--- src/mpp_defines.vh ---
`ifndef MPP_DEFINES_VH
`define MPP_DEFINES_VH
// Register word offsets (byte addresses on the Wishbone bus)
`define MPP_OFS_INT_LO 5'h00
`define MPP_OFS_INT_HI 5'h04
`define MPP_OFS_LVL_LO 5'h08
`define MPP_OFS_LVL_HI 5'h0C
`define MPP_OFS_TRI_LO 5'h10
`define MPP_OFS_TRI_HI 5'h14
`define MPP_OFS_INV_LO 5'h18
`define MPP_OFS_INV_HI 5'h1C
`define MPP_OFS_SEL_LO 5'h00
`define MPP_OFS_SEL_HI 5'h04
`define MPP_OFS_OD_LO 5'h08
`define MPP_OFS_OD_HI 5'h0C
`define MPP_OFS_CTL 5'h10
// Address bit choosing the upper bank of the map
`define MPP_BANK_BIT 5
// Reset values of one 8-bit register
`define MPP_RST_ZERO 8'h00
`define MPP_RST_SEL 8'hFF
// Control register fields
`define MPP_CTL_TIMER_ROUTE 0
`define MPP_CTL_INT_PEND 1
`endif

--- src/mpp_pin_cell.v ---
`timescale 1ns/1ns
`default_nettype none
// One pin: input synchroniser, inversion, edge sense and output driver
module mpp_pin_cell
(
  // Clock and reset
  input wire clk,
  input wire rst,
  // Per-pin settings
  input wire dir_in,
  input wire level,
  input wire tristate,
  input wire invert,
  input wire open_drain,
  input wire int_en,
  // Timer takeover
  input wire timer_route,
  input wire timer_level,
  // Pad
  input wire pad_in,
  output reg pad_out,
  output reg pad_oe,
  // Status
  output wire pin_state,
  output wire edge_hit
);
  reg sync1_reg;
  reg sync2_reg;
  reg prev_reg;
  wire eff_in;
  wire sense_in;

  // Two-stage synchroniser for the pad; first stage read only by second
  // Resets to the pulled-up idle level, so no false edge follows reset
  always @(posedge clk)
  begin
    if (rst)
    begin
      sync1_reg <= 1'b1;
      sync2_reg <= 1'b1;
      prev_reg <= 1'b1;
    end
    else
    begin
      sync1_reg <= pad_in;
      sync2_reg <= sync1_reg;
      prev_reg <= sense_in;
    end
  end

  // Inverted view of the pin when invert is set
  assign eff_in = invert ? ~sync2_reg : sync2_reg;
  assign pin_state = eff_in;
  // Level bit picks active sense on top of inversion
  assign sense_in = level ? ~eff_in : eff_in;
  // Edge only counts on an enabled input not owned by the timer
  assign edge_hit = int_en & dir_in & ~timer_route &
                    sense_in & ~prev_reg;

  // Registered pad driver
  always @(posedge clk)
  begin
    if (rst)
    begin
      pad_out <= 1'b0;
      pad_oe <= 1'b0;
    end
    else if (timer_route)
    begin
      pad_out <= timer_level;
      pad_oe <= 1'b1;
    end
    else if (dir_in)
    begin
      pad_out <= 1'b0;
      pad_oe <= 1'b0;
    end
    else if (tristate)
    begin
      pad_out <= 1'b0;
      pad_oe <= 1'b0;
    end
    else if (open_drain)
    begin
      pad_out <= 1'b0;
      pad_oe <= ~level;
    end
    else
    begin
      pad_out <= level;
      pad_oe <= 1'b1;
    end
  end
endmodule
`default_nettype wire

--- src/mpp_port.v ---
// Design decisions made here: the Wishbone register port and the register offsets.
`timescale 1ns/1ns
`default_nettype none
`include "mpp_defines.vh"
module mpp_port #
(
  parameter PINS = 16
)
(
  // System
  input wire clk,
  input wire rst,
  // Wishbone slave
  input wire wb_cyc_i,
  input wire wb_stb_i,
  input wire wb_we_i,
  input wire [5:0] wb_adr_i,
  input wire [3:0] wb_sel_i,
  input wire [31:0] wb_dat_i,
  output reg [31:0] wb_dat_o,
  output reg wb_ack_o,
  output reg wb_err_o,
  // Timer output from the counter block
  input wire timer_out,
  // Pins
  input wire [PINS-1:0] pin_in,
  output wire [PINS-1:0] pin_out,
  output wire [PINS-1:0] pin_oe,
  // Interrupt request toward UART channel 0 status
  output reg pin_irq
);
  reg [PINS-1:0] int_en_reg;
  reg [PINS-1:0] level_reg;
  reg [PINS-1:0] tri_reg;
  reg [PINS-1:0] inv_reg;
  reg [PINS-1:0] sel_reg;
  reg [PINS-1:0] od_reg;
  reg [PINS-1:0] pend_reg;
  reg [PINS-1:0] pend_next;
  reg route_reg;
  reg timer_sync1_reg;
  reg timer_sync2_reg;
  reg [31:0] rd_next;
  reg hit_next;
  wire [PINS-1:0] state;
  wire [PINS-1:0] edges;
  wire req;
  wire wr;
  wire rd;
  wire bank;
  wire [4:0] ofs;

  assign req = wb_cyc_i & wb_stb_i & ~wb_ack_o & ~wb_err_o;
  assign wr = req & wb_we_i & wb_sel_i[0];
  assign rd = req & ~wb_we_i;
  assign bank = wb_adr_i[`MPP_BANK_BIT];
  assign ofs = wb_adr_i[4:0];

  // Timer level comes from another block's pin path; synchronise it
  always @(posedge clk)
  begin
    if (rst)
    begin
      timer_sync1_reg <= 1'b1;
      timer_sync2_reg <= 1'b1;
    end
    else
    begin
      timer_sync1_reg <= timer_out;
      timer_sync2_reg <= timer_sync1_reg;
    end
  end

  // One cell per pin; pin 0 alone can be taken by the timer
  genvar i;
  generate
    for (i = 0; i < PINS; i = i + 1)
    begin : g_pin
      mpp_pin_cell u_cell
      (
        .clk(clk),
        .rst(rst),
        .dir_in(sel_reg[i]),
        .level(level_reg[i]),
        .tristate(tri_reg[i]),
        .invert(inv_reg[i]),
        .open_drain(od_reg[i]),
        .int_en(int_en_reg[i]),
        .timer_route((i == 0) ? route_reg : 1'b0),
        .timer_level(timer_sync2_reg),
        .pad_in(pin_in[i]),
        .pad_out(pin_out[i]),
        .pad_oe(pin_oe[i]),
        .pin_state(state[i]),
        .edge_hit(edges[i])
      );
    end
  endgenerate

  // Read mux and address decode; unmapped words answer with err
  always @*
  begin
    rd_next = 32'h00000000;
    hit_next = 1'b1;
    if (!bank)
    begin
      case (ofs)
        `MPP_OFS_INT_LO: rd_next[7:0] = int_en_reg[7:0];
        `MPP_OFS_INT_HI: rd_next[7:0] = int_en_reg[15:8];
        `MPP_OFS_LVL_LO: rd_next[7:0] = state[7:0];
        `MPP_OFS_LVL_HI: rd_next[7:0] = state[15:8];
        `MPP_OFS_TRI_LO: rd_next[7:0] = tri_reg[7:0];
        `MPP_OFS_TRI_HI: rd_next[7:0] = tri_reg[15:8];
        `MPP_OFS_INV_LO: rd_next[7:0] = inv_reg[7:0];
        `MPP_OFS_INV_HI: rd_next[7:0] = inv_reg[15:8];
        default: hit_next = 1'b0;
      endcase
    end
    else
    begin
      case (ofs)
        `MPP_OFS_SEL_LO: rd_next[7:0] = sel_reg[7:0];
        `MPP_OFS_SEL_HI: rd_next[7:0] = sel_reg[15:8];
        `MPP_OFS_OD_LO: rd_next[7:0] = od_reg[7:0];
        `MPP_OFS_OD_HI: rd_next[7:0] = od_reg[15:8];
        `MPP_OFS_CTL:
        begin
          rd_next[`MPP_CTL_TIMER_ROUTE] = route_reg;
          rd_next[`MPP_CTL_INT_PEND] = |pend_reg;
        end
        default: hit_next = 1'b0;
      endcase
    end
  end

  // Pending edges; a level read clears, but a new edge wins
  always @*
  begin
    pend_next = pend_reg;
    if (rd && hit_next && !bank &&
        (ofs == `MPP_OFS_LVL_LO || ofs == `MPP_OFS_LVL_HI))
      pend_next = {PINS{1'b0}};
    pend_next = pend_next | edges;
  end

  // Bus answer in the cycle after the request is seen
  always @(posedge clk)
  begin
    if (rst)
    begin
      wb_ack_o <= 1'b0;
      wb_err_o <= 1'b0;
      wb_dat_o <= 32'h00000000;
      pend_reg <= {PINS{1'b0}};
      pin_irq <= 1'b0;
    end
    else
    begin
      wb_ack_o <= req & hit_next;
      wb_err_o <= req & ~hit_next;
      wb_dat_o <= rd ? rd_next : 32'h00000000;
      pend_reg <= pend_next;
      pin_irq <= |pend_next;
    end
  end

  // Control registers; only byte lane 0 carries data
  always @(posedge clk)
  begin
    if (rst)
    begin
      int_en_reg <= {2{`MPP_RST_ZERO}};
      level_reg <= {2{`MPP_RST_ZERO}};
      tri_reg <= {2{`MPP_RST_ZERO}};
      inv_reg <= {2{`MPP_RST_ZERO}};
      sel_reg <= {2{`MPP_RST_SEL}};
      od_reg <= {2{`MPP_RST_ZERO}};
      route_reg <= 1'b0;
    end
    else if (wr && !bank)
    begin
      case (ofs)
        `MPP_OFS_INT_LO: int_en_reg[7:0] <= wb_dat_i[7:0];
        `MPP_OFS_INT_HI: int_en_reg[15:8] <= wb_dat_i[7:0];
        `MPP_OFS_LVL_LO: level_reg[7:0] <= wb_dat_i[7:0];
        `MPP_OFS_LVL_HI: level_reg[15:8] <= wb_dat_i[7:0];
        `MPP_OFS_TRI_LO: tri_reg[7:0] <= wb_dat_i[7:0];
        `MPP_OFS_TRI_HI: tri_reg[15:8] <= wb_dat_i[7:0];
        `MPP_OFS_INV_LO: inv_reg[7:0] <= wb_dat_i[7:0];
        `MPP_OFS_INV_HI: inv_reg[15:8] <= wb_dat_i[7:0];
        default: int_en_reg <= int_en_reg;
      endcase
    end
    else if (wr && bank)
    begin
      case (ofs)
        `MPP_OFS_SEL_LO: sel_reg[7:0] <= wb_dat_i[7:0];
        `MPP_OFS_SEL_HI: sel_reg[15:8] <= wb_dat_i[7:0];
        `MPP_OFS_OD_LO: od_reg[7:0] <= wb_dat_i[7:0];
        `MPP_OFS_OD_HI: od_reg[15:8] <= wb_dat_i[7:0];
        `MPP_OFS_CTL: route_reg <= wb_dat_i[`MPP_CTL_TIMER_ROUTE];
        default: sel_reg <= sel_reg;
      endcase
    end
  end
endmodule
`default_nettype wire

--- config.mk ---
export PLATFORM = sky130hd
export DESIGN_NAME = mpp_port
export DESIGN_NICKNAME = d
export VERILOG_FILES = /design/src/mpp_pin_cell.v /design/src/mpp_port.v
export VERILOG_INCLUDE_DIRS = /design/src
export SDC_FILE = /design/constraint.sdc
export NUM_CORES = 1
export LEC_CHECK = 0
export ABC_AREA = 1
export BUFFER_PORTS_ARGS = -buffer_cell sky130_fd_sc_hd__buf_2
export CAP_MARGIN = 25
export CORE_AREA = 2 2 154 96
export DETAILED_ROUTE_END_ITERATION = 6
export DIE_AREA = 0 0 156 98
export PLACE_DENSITY = 0.87
export SLEW_MARGIN = 20
export SYNTH_ARGS = -nofsm -noshare
export SYNTH_HDL_FRONTEND = slang
export SYNTH_SLANG_ARGS = --single-unit
--- constraint.sdc ---
create_clock -name clk -period 2.5 [get_ports clk]
set_input_delay 0.25 -clock clk [delete_from_list [all_inputs] [get_ports clk]]
set_output_delay 0.25 -clock clk [all_outputs]
set_load 0.1 [all_outputs]
**Word level (Yosys, flattened, before mapping)**

Index checks and enable logic that the tools add are counted.

- Word-level logic and storage cells: 356
- Register bits after elaboration: 230
- Output and inout port bits: 67

- Bitwise logic cells: 129
- Equal/unequal tests: 7
- Reduce and logical (&&, ||, !) cells: 56
- Multiplexer cells: 63

Operators by type and width:

| cell | number |
|---|---|
| $not A1 Y1 | 71 |
| $pmux W8 S8 | 1 |
| $reduce_or A4 Y1 | 15 |
| $mux W1 | 58 |
| $and A1 B1 Y1 | 57 |
| $reduce_or A3 Y1 | 15 |
| $reduce_or A16 Y1 | 2 |
| $pmux W6 S4 | 1 |
| $eq A5 B5 Y1 const B | 4 |
| $mux W16 | 1 |
| $or A16 B16 Y16 | 1 |
| $reduce_and A2 Y1 | 8 |
| $reduce_and A3 Y1 | 5 |
| $eq A5 B4 Y1 const B | 2 |
| $pmux W2 S5 | 1 |
| $mux W8 | 1 |
| $reduce_or A8 Y1 | 1 |
| $eq A5 B3 Y1 const B | 1 |
| $logic_and A1 B1 Y1 | 5 |
| $logic_not A5 Y1 | 1 |
| $reduce_or A5 Y1 | 1 |
| $reduce_or A2 Y1 | 1 |
| $logic_not A1 Y1 | 1 |
| $logic_or A1 B1 Y1 | 1 |

**Depth between registers and ports, before layout**

Gate-level depths: netlist of run 1.

- Depth after elaboration: 10
- Gate-level depth with buffers: 12
- Depth with buffers taken out: 11

**By module**

A second synthesis of run 1 with hierarchy kept.

- Cell total of the unflattened synthesis: 1192
- Area, all modules: 8674.6 sq um

Modules (own cells, without submodules):

| module | cells an instance | times used | seq. area each (sq um) | area an instance (sq um) |
|---|---|---|---|---|
| mpp_port | 696 | 1 | 2522.4 | 5271.3 |
| mpp_pin_cell | 31 | 16 | 100.1 | 212.7 |

**Worst setup path before layout of run 1**

No wires, ideal clock.

- Path type: register to register
- From: register wb_ack_o
- To: register tri_reg[5]
- Arrival: 2.017 ns
- Path buffers: 2
- Setup slack: 0.413 ns
- Clock period less this slack: 2.087 ns
- Cell stages (with the launch flop): 9
- Required time: 2.430 ns
- Cells stage by stage: dfxtp_1 > nor2_1 > nand3_1 > nor3_1 > buf_2 > nand2_1 > clkbuf_1 > o21ai_0 > a21oi_1

- Longest elaborated chain between the ends: 7

Ends and longest elaborated chain:

| element | RTL line | source |
|---|---|---|
| from (decl) | mpp_port.v:21 | `output reg wb_ack_o,` |
| from (signal assigned) | mpp_port.v:159 | `wb_ack_o <= req & hit_next;` |
| $not A1 Y1 | mpp_port.v:53 | `assign req = wb_cyc_i & wb_stb_i & ~wb_ack_o & ~wb_err_o;` |
| $and A1 B1 Y1 (2 in a row) | mpp_port.v:53 |  |
| $and A1 B1 Y1 (2 in a row) | mpp_port.v:54 | `assign wr = req & wb_we_i & wb_sel_i[0];` |
| $logic_and A1 B1 Y1 | mpp_port.v:180 | `else if (wr && !bank)` |
| $reduce_and A2 Y1 (no source line) | -- |  |
| to (signal assigned) | mpp_port.v:174 | `` tri_reg <= {2{`MPP_RST_ZERO}}; `` |
| to (signal assigned) | mpp_port.v:187 | `` `MPP_OFS_TRI_LO: tri_reg[7:0] <= wb_dat_i[7:0]; `` |
| to (decl) | mpp_port.v:34 | `reg [PINS-1:0] tri_reg;` |

Every way passes these cells.
A chain may end at the register's enable or synchronous reset.

**Worst setup path after layout of run 1**

- From: register wb_ack_o
- To: register tri_reg[9]

The elaborated chain is that of the path after synthesis.

==> results of run 1 <==
-- routing by layer --
layer / vias up / track usage
li1: 3454 / -
met1: 3178 / 0.417
met2: 492 / 0.409
met3: 78 / 0.103
met4: 0 / 0.0896
met5: - / 0
-- power by group through the flow --
| stage | clock network (mW) | registers, mW | logic (mW) |
|---|---|---|---|
| after global routing | 2.98 | 3.33 | 0.480 |
| after floorplan | 0 | 3.41 | 0.345 |
| after detailed placement | 0 | 3.41 | 0.418 |
| final | 2.84 | 3.33 | 0.453 |
| after global placement | 0 | 3.40 | 0.412 |
| after CTS | 2.85 | 3.33 | 0.441 |
-- final timing paths --
kind                              from                        end  depth (start not counted)
min reg2reg  g_pin[3].u_cell.sync1_reg  g_pin[3].u_cell.sync2_reg                          1
min                        wb_dat_i[6]                sel_reg[14]                          3
max reg2reg                   wb_ack_o                 tri_reg[9]                          7
max                           wb_ack_o                 tri_reg[9]                          7
-- layout make-up --
cell class,instances,area (um2)
timing repair buffer,118,743
fill,1128,4640
clock inverter,6,60.1
clock buffer,26,542
tap,180,225
multi-input combinational,640,3210
inverter,121,454
sequential,206,4120
-- repair_timing --
action | in CTS | in global routing
setup buffers | 0 | 0
hold buffers | 17 | 0
endpoints found under the setup margin | 0 | 0
endpoints found under the hold margin | 17 | 0
-- critical path, stage by stage (launching register included) --
cell and delay (ps):
dfxtp_1 310, nor2_1 170, nand3_1 150, nor3_1 190, buf_4 260, nand2_1 440
o21ai_0 380, a21oi_1 90
-- cell usage in the layout, fill, tap and decap left out, types with 3 or more instances in the layout --
master         Yosys  layout
a21oi_1          129     129
buf_2             11      79
buf_4             58      21
clkbuf_1          31       3
clkbuf_16          0      19
clkbuf_8           0       4
clkinv_2           0       3
conb_1             1      24
dfxtp_1          206     206
dlygate4sd3_1      0      17
inv_1            119     119
nand2_1          154     154
nand3_1           35      35
nor2_1            43      43
nor2_4             3       3
nor3_1            30      30
nor4_1             5       5
o211ai_1          15      15
o21a_1             3       3
o21ai_0           95      95
o22ai_1           28      28
or2_2             48      48
xor2_1            16      16
-- metrics by stage --
step | power [mW] | utilization
2_1_floorplan | 3.76 | -
3_3_place_gp | 3.82 | 0.613
3_5_place_dp | 3.82 | 0.613
4_1_cts | 6.62 | 0.668
5_1_grt | 6.80 | 0.668
6_report | 6.62 | 0.668
-- logic make-up after synthesis --
group	Yosys count
buffers and inverters	223
flip-flops	206
AO/OA/AOI/OAI	276
AND/OR/NAND/NOR	322
XOR/XNOR	18
other	1
==> summary.md, run 1 <==
| Metric | Value |
|---|---|
| Startpoint types | flip-flop |
| Clock sinks | 206 |
| Seq/Total Area, Yosys | 0.496 |
| WS Path Type | flip-flop to flip-flop |
| Placed cell areas | around 8600 um2 |
| Die area | roughly 15,000 um2 |
| Initial antenna violation count | 0 |
| # resized after CTS | 0 |
| Initial DRC count | just under 900 |
| Switching pwr | 1.58 mW |
| FF+latch count, synth | approximately 210 |
| Dpl hpwl | around 15,000 um |
| CTS H-tree depth | 1 |
| Post-Synth Simple-Gate Area | 0.178 |
| Post-synth cell types | 31 |
| CTS tree | done |
| Routed via count | around 7,200 |
| Most frequent cell after synthesis | dfxtp_1 |
| Synth area leaders | dfxtp_1 50%, a21oi_1 7.8%, nand2_1 6.9% |
| Ys Warns | 0 |
| Layout Nets | ~1,200 |
| Drt drc | 0 |
| Clock transition at path regs | roughly 70 ps |
| Max-cap check violation count | 0 |
| Largest net degree at the start of global routing | 54 |
| Hold WC Path Type | input port to flip-flop |
| Clock Path Buffers | 3 |
| Worst IR Drop VDD | roughly 0.00037 V |
| DR pass1 iterations | 6 |
| Commonest cells post-synth | 206 x dfxtp_1, 154 x nand2_1, 129 x a21oi_1 |
| Tmin final | approximately 2100 ps |
| Routed len/inst | 17.4 um |
| Chip height | about 98 um |
| Grt ovf | 0 |
| Placeable Area | around 14,000 um2 |
| Initial core utilization | 0.594 |
| Clock share of power | 0.429 |
| Vias in the first global route | approximately 6,500 |
| Synth Area in Adders | 0 |
| Met3 wire length | approximately 3500 um |
| Final Skew | about 13 ps |
| Final setup viols | 0 |
| All-Layer GR Usage | 0.290 |
| Post-synthesis xor/xnor area fraction | 0.0189 |
| Pint | about 5.0 mW |
| Site row count | 34 |
| Combinational share of power | 0.068 |
| Fraction of registers with async set/reset | 0 |
| First-pass GRT wire length | around 34,000 um |
| Area leader, netlist | dfxtp_1 |
| Syn_area_per_cell | roughly 8.0 um2 |
| Main synth FF type | dfxtp_1 |
| Worst-Margin Slew | 674 ps |
| Critical path arrival | approximately 2500 ps |
| Crit path max fanout | 16 |
| Routability congestion estimate | between 0.9 and 1 |
| Placed Cells | 1,248 |
| P_leak | 4.02 nW |
| Number of buffers created by CTS | 18 |
| Final period util | 0.854 |
| Crit path setup slack, layout | about 360 ps |
| Synth-to-Final Area Change | 12.4% |
| Top Metal Used | met4 |
| Die Width | between 150 and 200 um |
| Largest family of logic cells by synthesized area | compound AO/OA/AOI/OAI gates |
| Setup TNS | 0 ps |
| Fin area | 9360 um2 |
| Switching Share | 0.239 |
| Max Freq | around 0.47 GHz |
| Mapped Area | approximately 8300 um2 |
| RSZ-0062 raised after global routing | no |
| Worst skew pair latency | 490 ps |
| Run status | completed |
| Pre-CTS setup slack | between 200 and 300 ps |
| Sequential power share | 0.503 |
| R2r setup slk | between 300 and 400 ps |
| Data required, critical path | around 2800 ps |
| Post-synthesis compound-gate area fraction | 0.178 |
| Antenna Violating Nets Remaining | 0 |
| Vias/cell | between 5 and 6 |
| Root Buffer | clkbuf_16 |
| Hold Slack | around 170 ps |
| Mux cell area share after synthesis | 0 |
| # IOs | between 100 and 150 |
| Syn Inst Count | ~1,000 |
| EDFF count, synth | 0 |
| Port Buffers | 79 |
| Max Slew Vio Count | 0 |
| Ratio of cells with drive above 1 in the final layout | 0.167 |
| Slew HR | 0.549 |
| Wl on met1 | roughly 9300 um |
| Power Dens Cells | roughly 710 nW/um2 |
| Total wire length | roughly 23,000 um |
| Count of final hold-check violations | 0 |
| N_diodes | 0 |
| Metal2 WL | just over 9000 um |
| Area fraction of the dominant cell type after synthesis | 0.496 |
| Worst Setup End Kind | flip-flop |
| Non-Filler Instances | approximately 1,300 |
Power figures use the tool's default switching activity.
==> run 2: changes to the inputs <==
MAX_ROUTING_LAYER = met4   (was not set)
==> summary.md, run 2 (synthesis results as in run 1) <==
| Metric | Value |
|---|---|
| First-pass GRT wire length | 34,300 um (about the same) |
| Root Buffer | clkbuf_16 (unchanged) |
| Count of final hold-check violations | 0 (unchanged) |
| Power Dens Cells | 719 nW/um2 (was 708 nW/um2) |
| Final period util | 0.812 (was 0.854) |
| Antenna Violating Nets Remaining | 0 (unchanged) |
| Critical-path top delay cell | nand2_1 (unchanged) |
| Initial antenna violation count | 0 (unchanged) |
| Switching Share | 0.234 (was 0.239) |
| Pwr Total | 6.75 mW (was 6.62 mW) |
| N_diodes | 0 (unchanged) |
| Port Buffers | 79 (unchanged) |
| Ratio of cells with drive above 1 in the final layout | 0.167 (about the same) |
| WS Path Type | flip-flop to flip-flop (unchanged) |
| Placed cell areas | 8580 um2 (unchanged) |
| Worst IR Drop VDD | 0.000482 V (was 0.000372 V) |
| RSZ-0062 raised after global routing | no (unchanged) |
| Clock Path Buffers | 3 (unchanged) |
| Routed via count | 7,242 (was 7,202) |
| Routed len/inst | 17.3 um (was 17.4 um) |
| Clock share of power | 0.439 (was 0.429) |
| Fin area | 9390 um2 (was 9360 um2) |
| Worst path cell trace | nor2_1 > nand3_1 > nor3_1 > buf_4 > nand2_1 > o21ai_0 > a21oi_1 (unchanged) |
| Dpl hpwl | 15,400 um (was 15,500 um) |
| Site row count | 34 (unchanged) |
| Combinational share of power | 0.067 (was 0.068) |
| Critical path arrival | 2360 ps (was 2480 ps) |
| Switching pwr | 1.58 mW (about the same) |
| Drt drc | 0 (unchanged) |
| # resized after CTS | 0 (unchanged) |
| Slew HR | 0.548 (was 0.549) |
| All-Layer GR Usage | 0.300 (was 0.290) |
| CTS tree | done (unchanged) |
| Vias in the first global route | 6,392 (was 6,459) |
| Die area | 15,300 um2 (unchanged) |
| Worst Setup End Kind | flip-flop (unchanged) |
| Crit path max fanout | 16 (unchanged) |
| Startpoint types | flip-flop (unchanged) |
| Sequential power share | 0.494 (was 0.503) |
| Clock sinks | 206 (unchanged) |
| Post-CTS Hold Fix Bufs | 17 (unchanged) |
| Grt ovf | 0 (unchanged) |
| Setup TNS | 0 ps (unchanged) |
| R2r setup slk | 470 ps (was 360 ps) |
| DR pass1 iterations | 6 (unchanged) |
| Non-Filler Instances | 1,297 (unchanged) |
| Worst skew pair latency | 490 ps (about the same) |
| Worst-Margin Slew | 677 ps (was 674 ps) |
| Run status | completed (unchanged) |
| Synth-to-Final Area Change | 12.8% (was 12.4%) |
| Hold WC Path Type | input port to flip-flop (unchanged) |
| Vias/cell | 5.58 (was 5.55) |
| Pint | 5.17 mW (was 5.04 mW) |
| CP peak stage delay | 440 ps (about the same) |
| Die Width | 156 um (unchanged) |
| Post-CTS Setup Bufs | 0 (unchanged) |
| P_leak | 4.04 nW (was 4.02 nW) |
| Number of buffers created by CTS | 19 (was 18) |
| Max-cap check violation count | 0 (unchanged) |
| Initial core utilization | 0.594 (unchanged) |
| Layout Nets | 1,170 (was 1,169) |
| Data required, critical path | 2830 ps (was 2840 ps) |
| Total wire length | 22,400 um (was 22,600 um) |
| Final setup viols | 0 (unchanged) |
| Placed Cells | 1,248 (unchanged) |
| Most frequent cells in the layout | 206 x dfxtp_1, 154 x nand2_1, 129 x a21oi_1, 119 x inv_1, 95 x o21ai_0 (unchanged) |
| Tmin final | 2030 ps (was 2140 ps) |
| Routability congestion estimate | 1.02 (was 0.991) |
| Placeable Area | 14,000 um2 (unchanged) |
| Clock transition at path regs | 60 ps (was 70 ps) |
| Initial DRC count | 940 (was 872) |
| CTS H-tree depth | 1 (unchanged) |
| # IOs | 131 (unchanged) |
| Chip height | 98 um (unchanged) |
| Commonest non-fill, non-tap cell in the layout | dfxtp_1 (unchanged) |
| Largest net degree at the start of global routing | 61 (was 54) |
| Max Slew Vio Count | 0 (unchanged) |
| Max Freq | 0.493 GHz (was 0.468 GHz) |
| Final Skew | 15.7 ps (was 12.6 ps) |
[run 2: cell type report]
class | count | area, um2
inverter | 121 | 454
sequential | 206 | 4120
multi-input combinational | 640 | 3210
tap | 180 | 225
timing repair buffer | 118 | 743
clock inverter | 6 | 82.6
clock buffer | 26 | 552
fill | 1099 | 4610
[run 2: layer usage]
metal,vias up,share of wire,GRT usage
li1,3453,-,-
met1,3255,0.43,0.442
met2,465,0.40,0.413
met4,0,0.031,0.0896
met3,69,0.14,0.0613
met5,-,0,-
[run 2: final timing paths]
kind                                   from                   endpoint  depth (start not counted)
setup / recovery                   wb_ack_o                tri_reg[11]                          7
hold / removal                  wb_dat_i[6]                sel_reg[14]                          3
setup reg to reg                   wb_ack_o                tri_reg[11]                          7
hold reg to reg   g_pin[4].u_cell.sync1_reg  g_pin[4].u_cell.sync2_reg                          1
[run 2: power groups by stage]
stage / clock (mW) / sequential, mW / combinational, mW
finish: 2.97 / 3.33 / 0.452
global route: 3.13 / 3.33 / 0.478
CTS: 2.98 / 3.33 / 0.440
detailed placement: 0 / 3.41 / 0.418
global placement: 0 / 3.40 / 0.413
floorplan: 0 / 3.41 / 0.345
[run 2: worst max-delay path: cells and delay by family (launching register included)]
family | cells | cell delay, ps
AOI/OAI and AO/OA | 2 | 480
DFF | 1 | 310
buffers and inverters | 1 | 240
and+or+nand+nor | 4 | 850
[run 2: metrics by stage]
step / setup WS, ps / hold slack [ps] / utilization
2_1_floorplan: 413 / 354 / -
3_3_place_gp: 470 / 391 / 0.613
3_5_place_dp: 348 / 394 / 0.613
4_1_cts: 565 / 147 / 0.671
5_1_grt: 389 / 155 / 0.671
6_report: 471 / 160 / 0.671
==> run 3: changes to the inputs <==
CORE_AREA = 2 2 168 104   (was 2 2 154 96)
DIE_AREA = 0 0 170 106   (was 0 0 156 98)
PLACE_DENSITY = 0.78   (was 0.87)
clock period = 1.8 ns   (was 2.5 ns; I/O delays follow)
==> summary.md, run 3 (synthesis results as in run 1) <==
| Metric | Value |
|---|---|
| Run status | completed (unchanged) |
| Max Slew Vio Count | 0 (unchanged) |
| Placeable Area | 16,700 um2 (was 14,000 um2) |
| Number of buffers created by CTS | 20 (was 19) |
| # IOs | 131 (unchanged) |
| Antenna Violating Nets Remaining | 0 (unchanged) |
| R2R cell count | 7 (unchanged) |
| Pre-CTS setup slack | -27.9 ps (was 348 ps) |
| Vias in the first global route | 6,273 (was 6,392) |
| Dpl hpwl | 15,400 um (about the same) |
| Grt ovf | 0 (unchanged) |
| Max-cap check violation count | 0 (unchanged) |
| Placed cell areas | 8690 um2 (was 8580 um2) |
| Count of final hold-check violations | 0 (unchanged) |
| Initial core utilization | 0.499 (was 0.594) |
| Tmin final | 1690 ps (was 2030 ps) |
| Clock sinks | 206 (unchanged) |
| All-Layer GR Usage | 0.250 (was 0.300) |
| Setup TNS | 0 ps (unchanged) |
| Total wire length | 21,900 um (was 22,400 um) |
| Chip height | 106 um (was 98 um) |
| Largest net degree at the start of global routing | 93 (was 61) |
| Die area | 18,000 um2 (was 15,300 um2) |
| Pwr Total | 9.47 mW (was 6.75 mW) |
| Hold WC Path Type | input port to flip-flop (unchanged) |
| Port Buffers | 79 (unchanged) |
| Synth-to-Final Area Change | 15.0% (was 12.8%) |
| Non-Filler Instances | 1,338 (was 1,297) |
| Commonest non-fill, non-tap cell in the layout | dfxtp_1 (unchanged) |
| Worst skew pair latency | 500 ps (was 490 ps) |
| Drt drc | 0 (unchanged) |
| Routed len/inst | 16.4 um (was 17.3 um) |
| N_diodes | 0 (unchanged) |
| Final Skew | 17.5 ps (was 15.7 ps) |
| Worst Setup End Kind | flip-flop (unchanged) |
| Placed Cells | 1,285 (was 1,248) |
| Hold path depth | 4 (was 3) |
| CTS tree | done (unchanged) |
| Routed via count | 7,070 (was 7,242) |
| Layout Nets | 1,175 (was 1,170) |
| Initial DRC count | 783 (was 940) |
| CTS H-tree depth | 1 (unchanged) |
| Final setup viols | 0 (unchanged) |
| # fillers | 1,477 (was 1,099) |
| Final period util | 0.939 (was 0.812) |
| Root Buffer | clkbuf_16 (unchanged) |
| Ratio of cells with drive above 1 in the final layout | 0.179 (was 0.167) |
| Clock Path Buffers | 3 (unchanged) |
| Site row count | 37 (was 34) |
| First-pass GRT wire length | 34,000 um (was 34,300 um) |
| Initial antenna violation count | 0 (unchanged) |
| Critical path arrival | 2060 ps (was 2360 ps) |
| Fin area | 9570 um2 (was 9390 um2) |
| Startpoint types | flip-flop (unchanged) |
| Crit path setup slack, layout | 109 ps (was 471 ps) |
| Max Freq | 0.591 GHz (was 0.493 GHz) |
| P_leak | 4.09 nW (was 4.04 nW) |
| DR pass1 iterations | 5 (was 6) |
| Die Width | 170 um (was 156 um) |
| Worst IR Drop VDD | 0.000525 V (was 0.000482 V) |
| Crit path max fanout | 15 (was 16) |
| Routability congestion estimate | 0.956 (was 1.02) |
| Vias/cell | 5.28 (was 5.58) |
| WS Path Type | flip-flop to flip-flop (unchanged) |
| Most frequent cells in the layout | 204 x dfxtp_1, 148 x nand2_1, 129 x a21oi_1, 119 x inv_1, 95 x o21ai_0 (was 206 x dfxtp_1, 154 x nand2_1, 129 x a21oi_1, 119 x inv_1, 95 x o21ai_0) |
| Data required, critical path | 2170 ps (was 2830 ps) |
| Power Dens Cells | 990 nW/um2 (was 719 nW/um2) |
| Clock transition at path regs | 60 ps (about the same) |
run 3: changes by cell type in the layout (fill, tap and decap cells not counted), moves of 2 or more:
cell        change
buf_12          +4
clkbuf_1        +2
dfxtp_4         +2
clkbuf_8        -2
nand2_1         -6
clkinvlp_4      +2
dfxtp_1         -2
clkinv_2        -2
nand2_2         +6
clkbuf_16       +2
run 3: critical path, stage by stage, from the launching register on:
cell and delay, ps:
dfxtp_4 340, nor2_1 130, nand3_1 110, nor3_1 160
buf_4 260, nand2_2 220, o21ai_0 260, a21oi_1 70
run 3: power breakdown:
| group | internal [mW] | switching [mW] |
|---|---|---|
| Combinational | 0.151 | 0.475 |
| Sequential | 4.61 | 0.0168 |
| Clock | 2.42 | 1.80 |
| Total | 7.18 | 2.29 |
run 3: routing by layer:
layer / track usage / vias to the layer above / share of wire
li1: - / 3469 / -
met1: 0.380 / 3210 / 0.47
met2: 0.323 / 367 / 0.38
met3: 0.0745 / 24 / 0.14
met4: 0.0513 / 0 / 0.012
met5: - / - / 0
run 3: path summary, 6_finish.rpt:
kind / from / to / slack (ps)
hold reg to reg: g_pin[3].u_cell.sync1_reg / g_pin[3].u_cell.sync2_reg / 410
setup reg to reg: wb_ack_o / inv_reg[11] / 110
hold / removal: rst / wb_ack_o / 40
setup / recovery: wb_ack_o / inv_reg[11] / 110
run 3: stage by stage:
stage / util / hold WS, ps
2_1_floorplan: - / 284
3_3_place_gp: 0.522 / 362
3_5_place_dp: 0.522 / 364
4_1_cts: 0.572 / 38.8
5_1_grt: 0.574 / 62.7
6_report: 0.574 / 36.2
run 3: cell type report:
cell class / count / area, um2 / area share
Timing Repair Buffer: 122 / 827 / 0.0865
Clock buffer: 28 / 582 / 0.0608
Inverter: 121 / 454 / 0.0475
Sequential cell: 206 / 4130 / 0.432
Multi-Input combinational cell: 640 / 3220 / 0.337
Tap cell: 214 / 268 / 0.0280
Clock inverter: 7 / 80.1 / 0.00837
run 3: what timing repair did:
action,in CTS,in global routing
hold buffers,17,0
pin swaps,0,1
resized for setup,0,8
setup endpoints to repair,2,42
buffers inserted,0,1
endpoints found under the hold margin,17,0
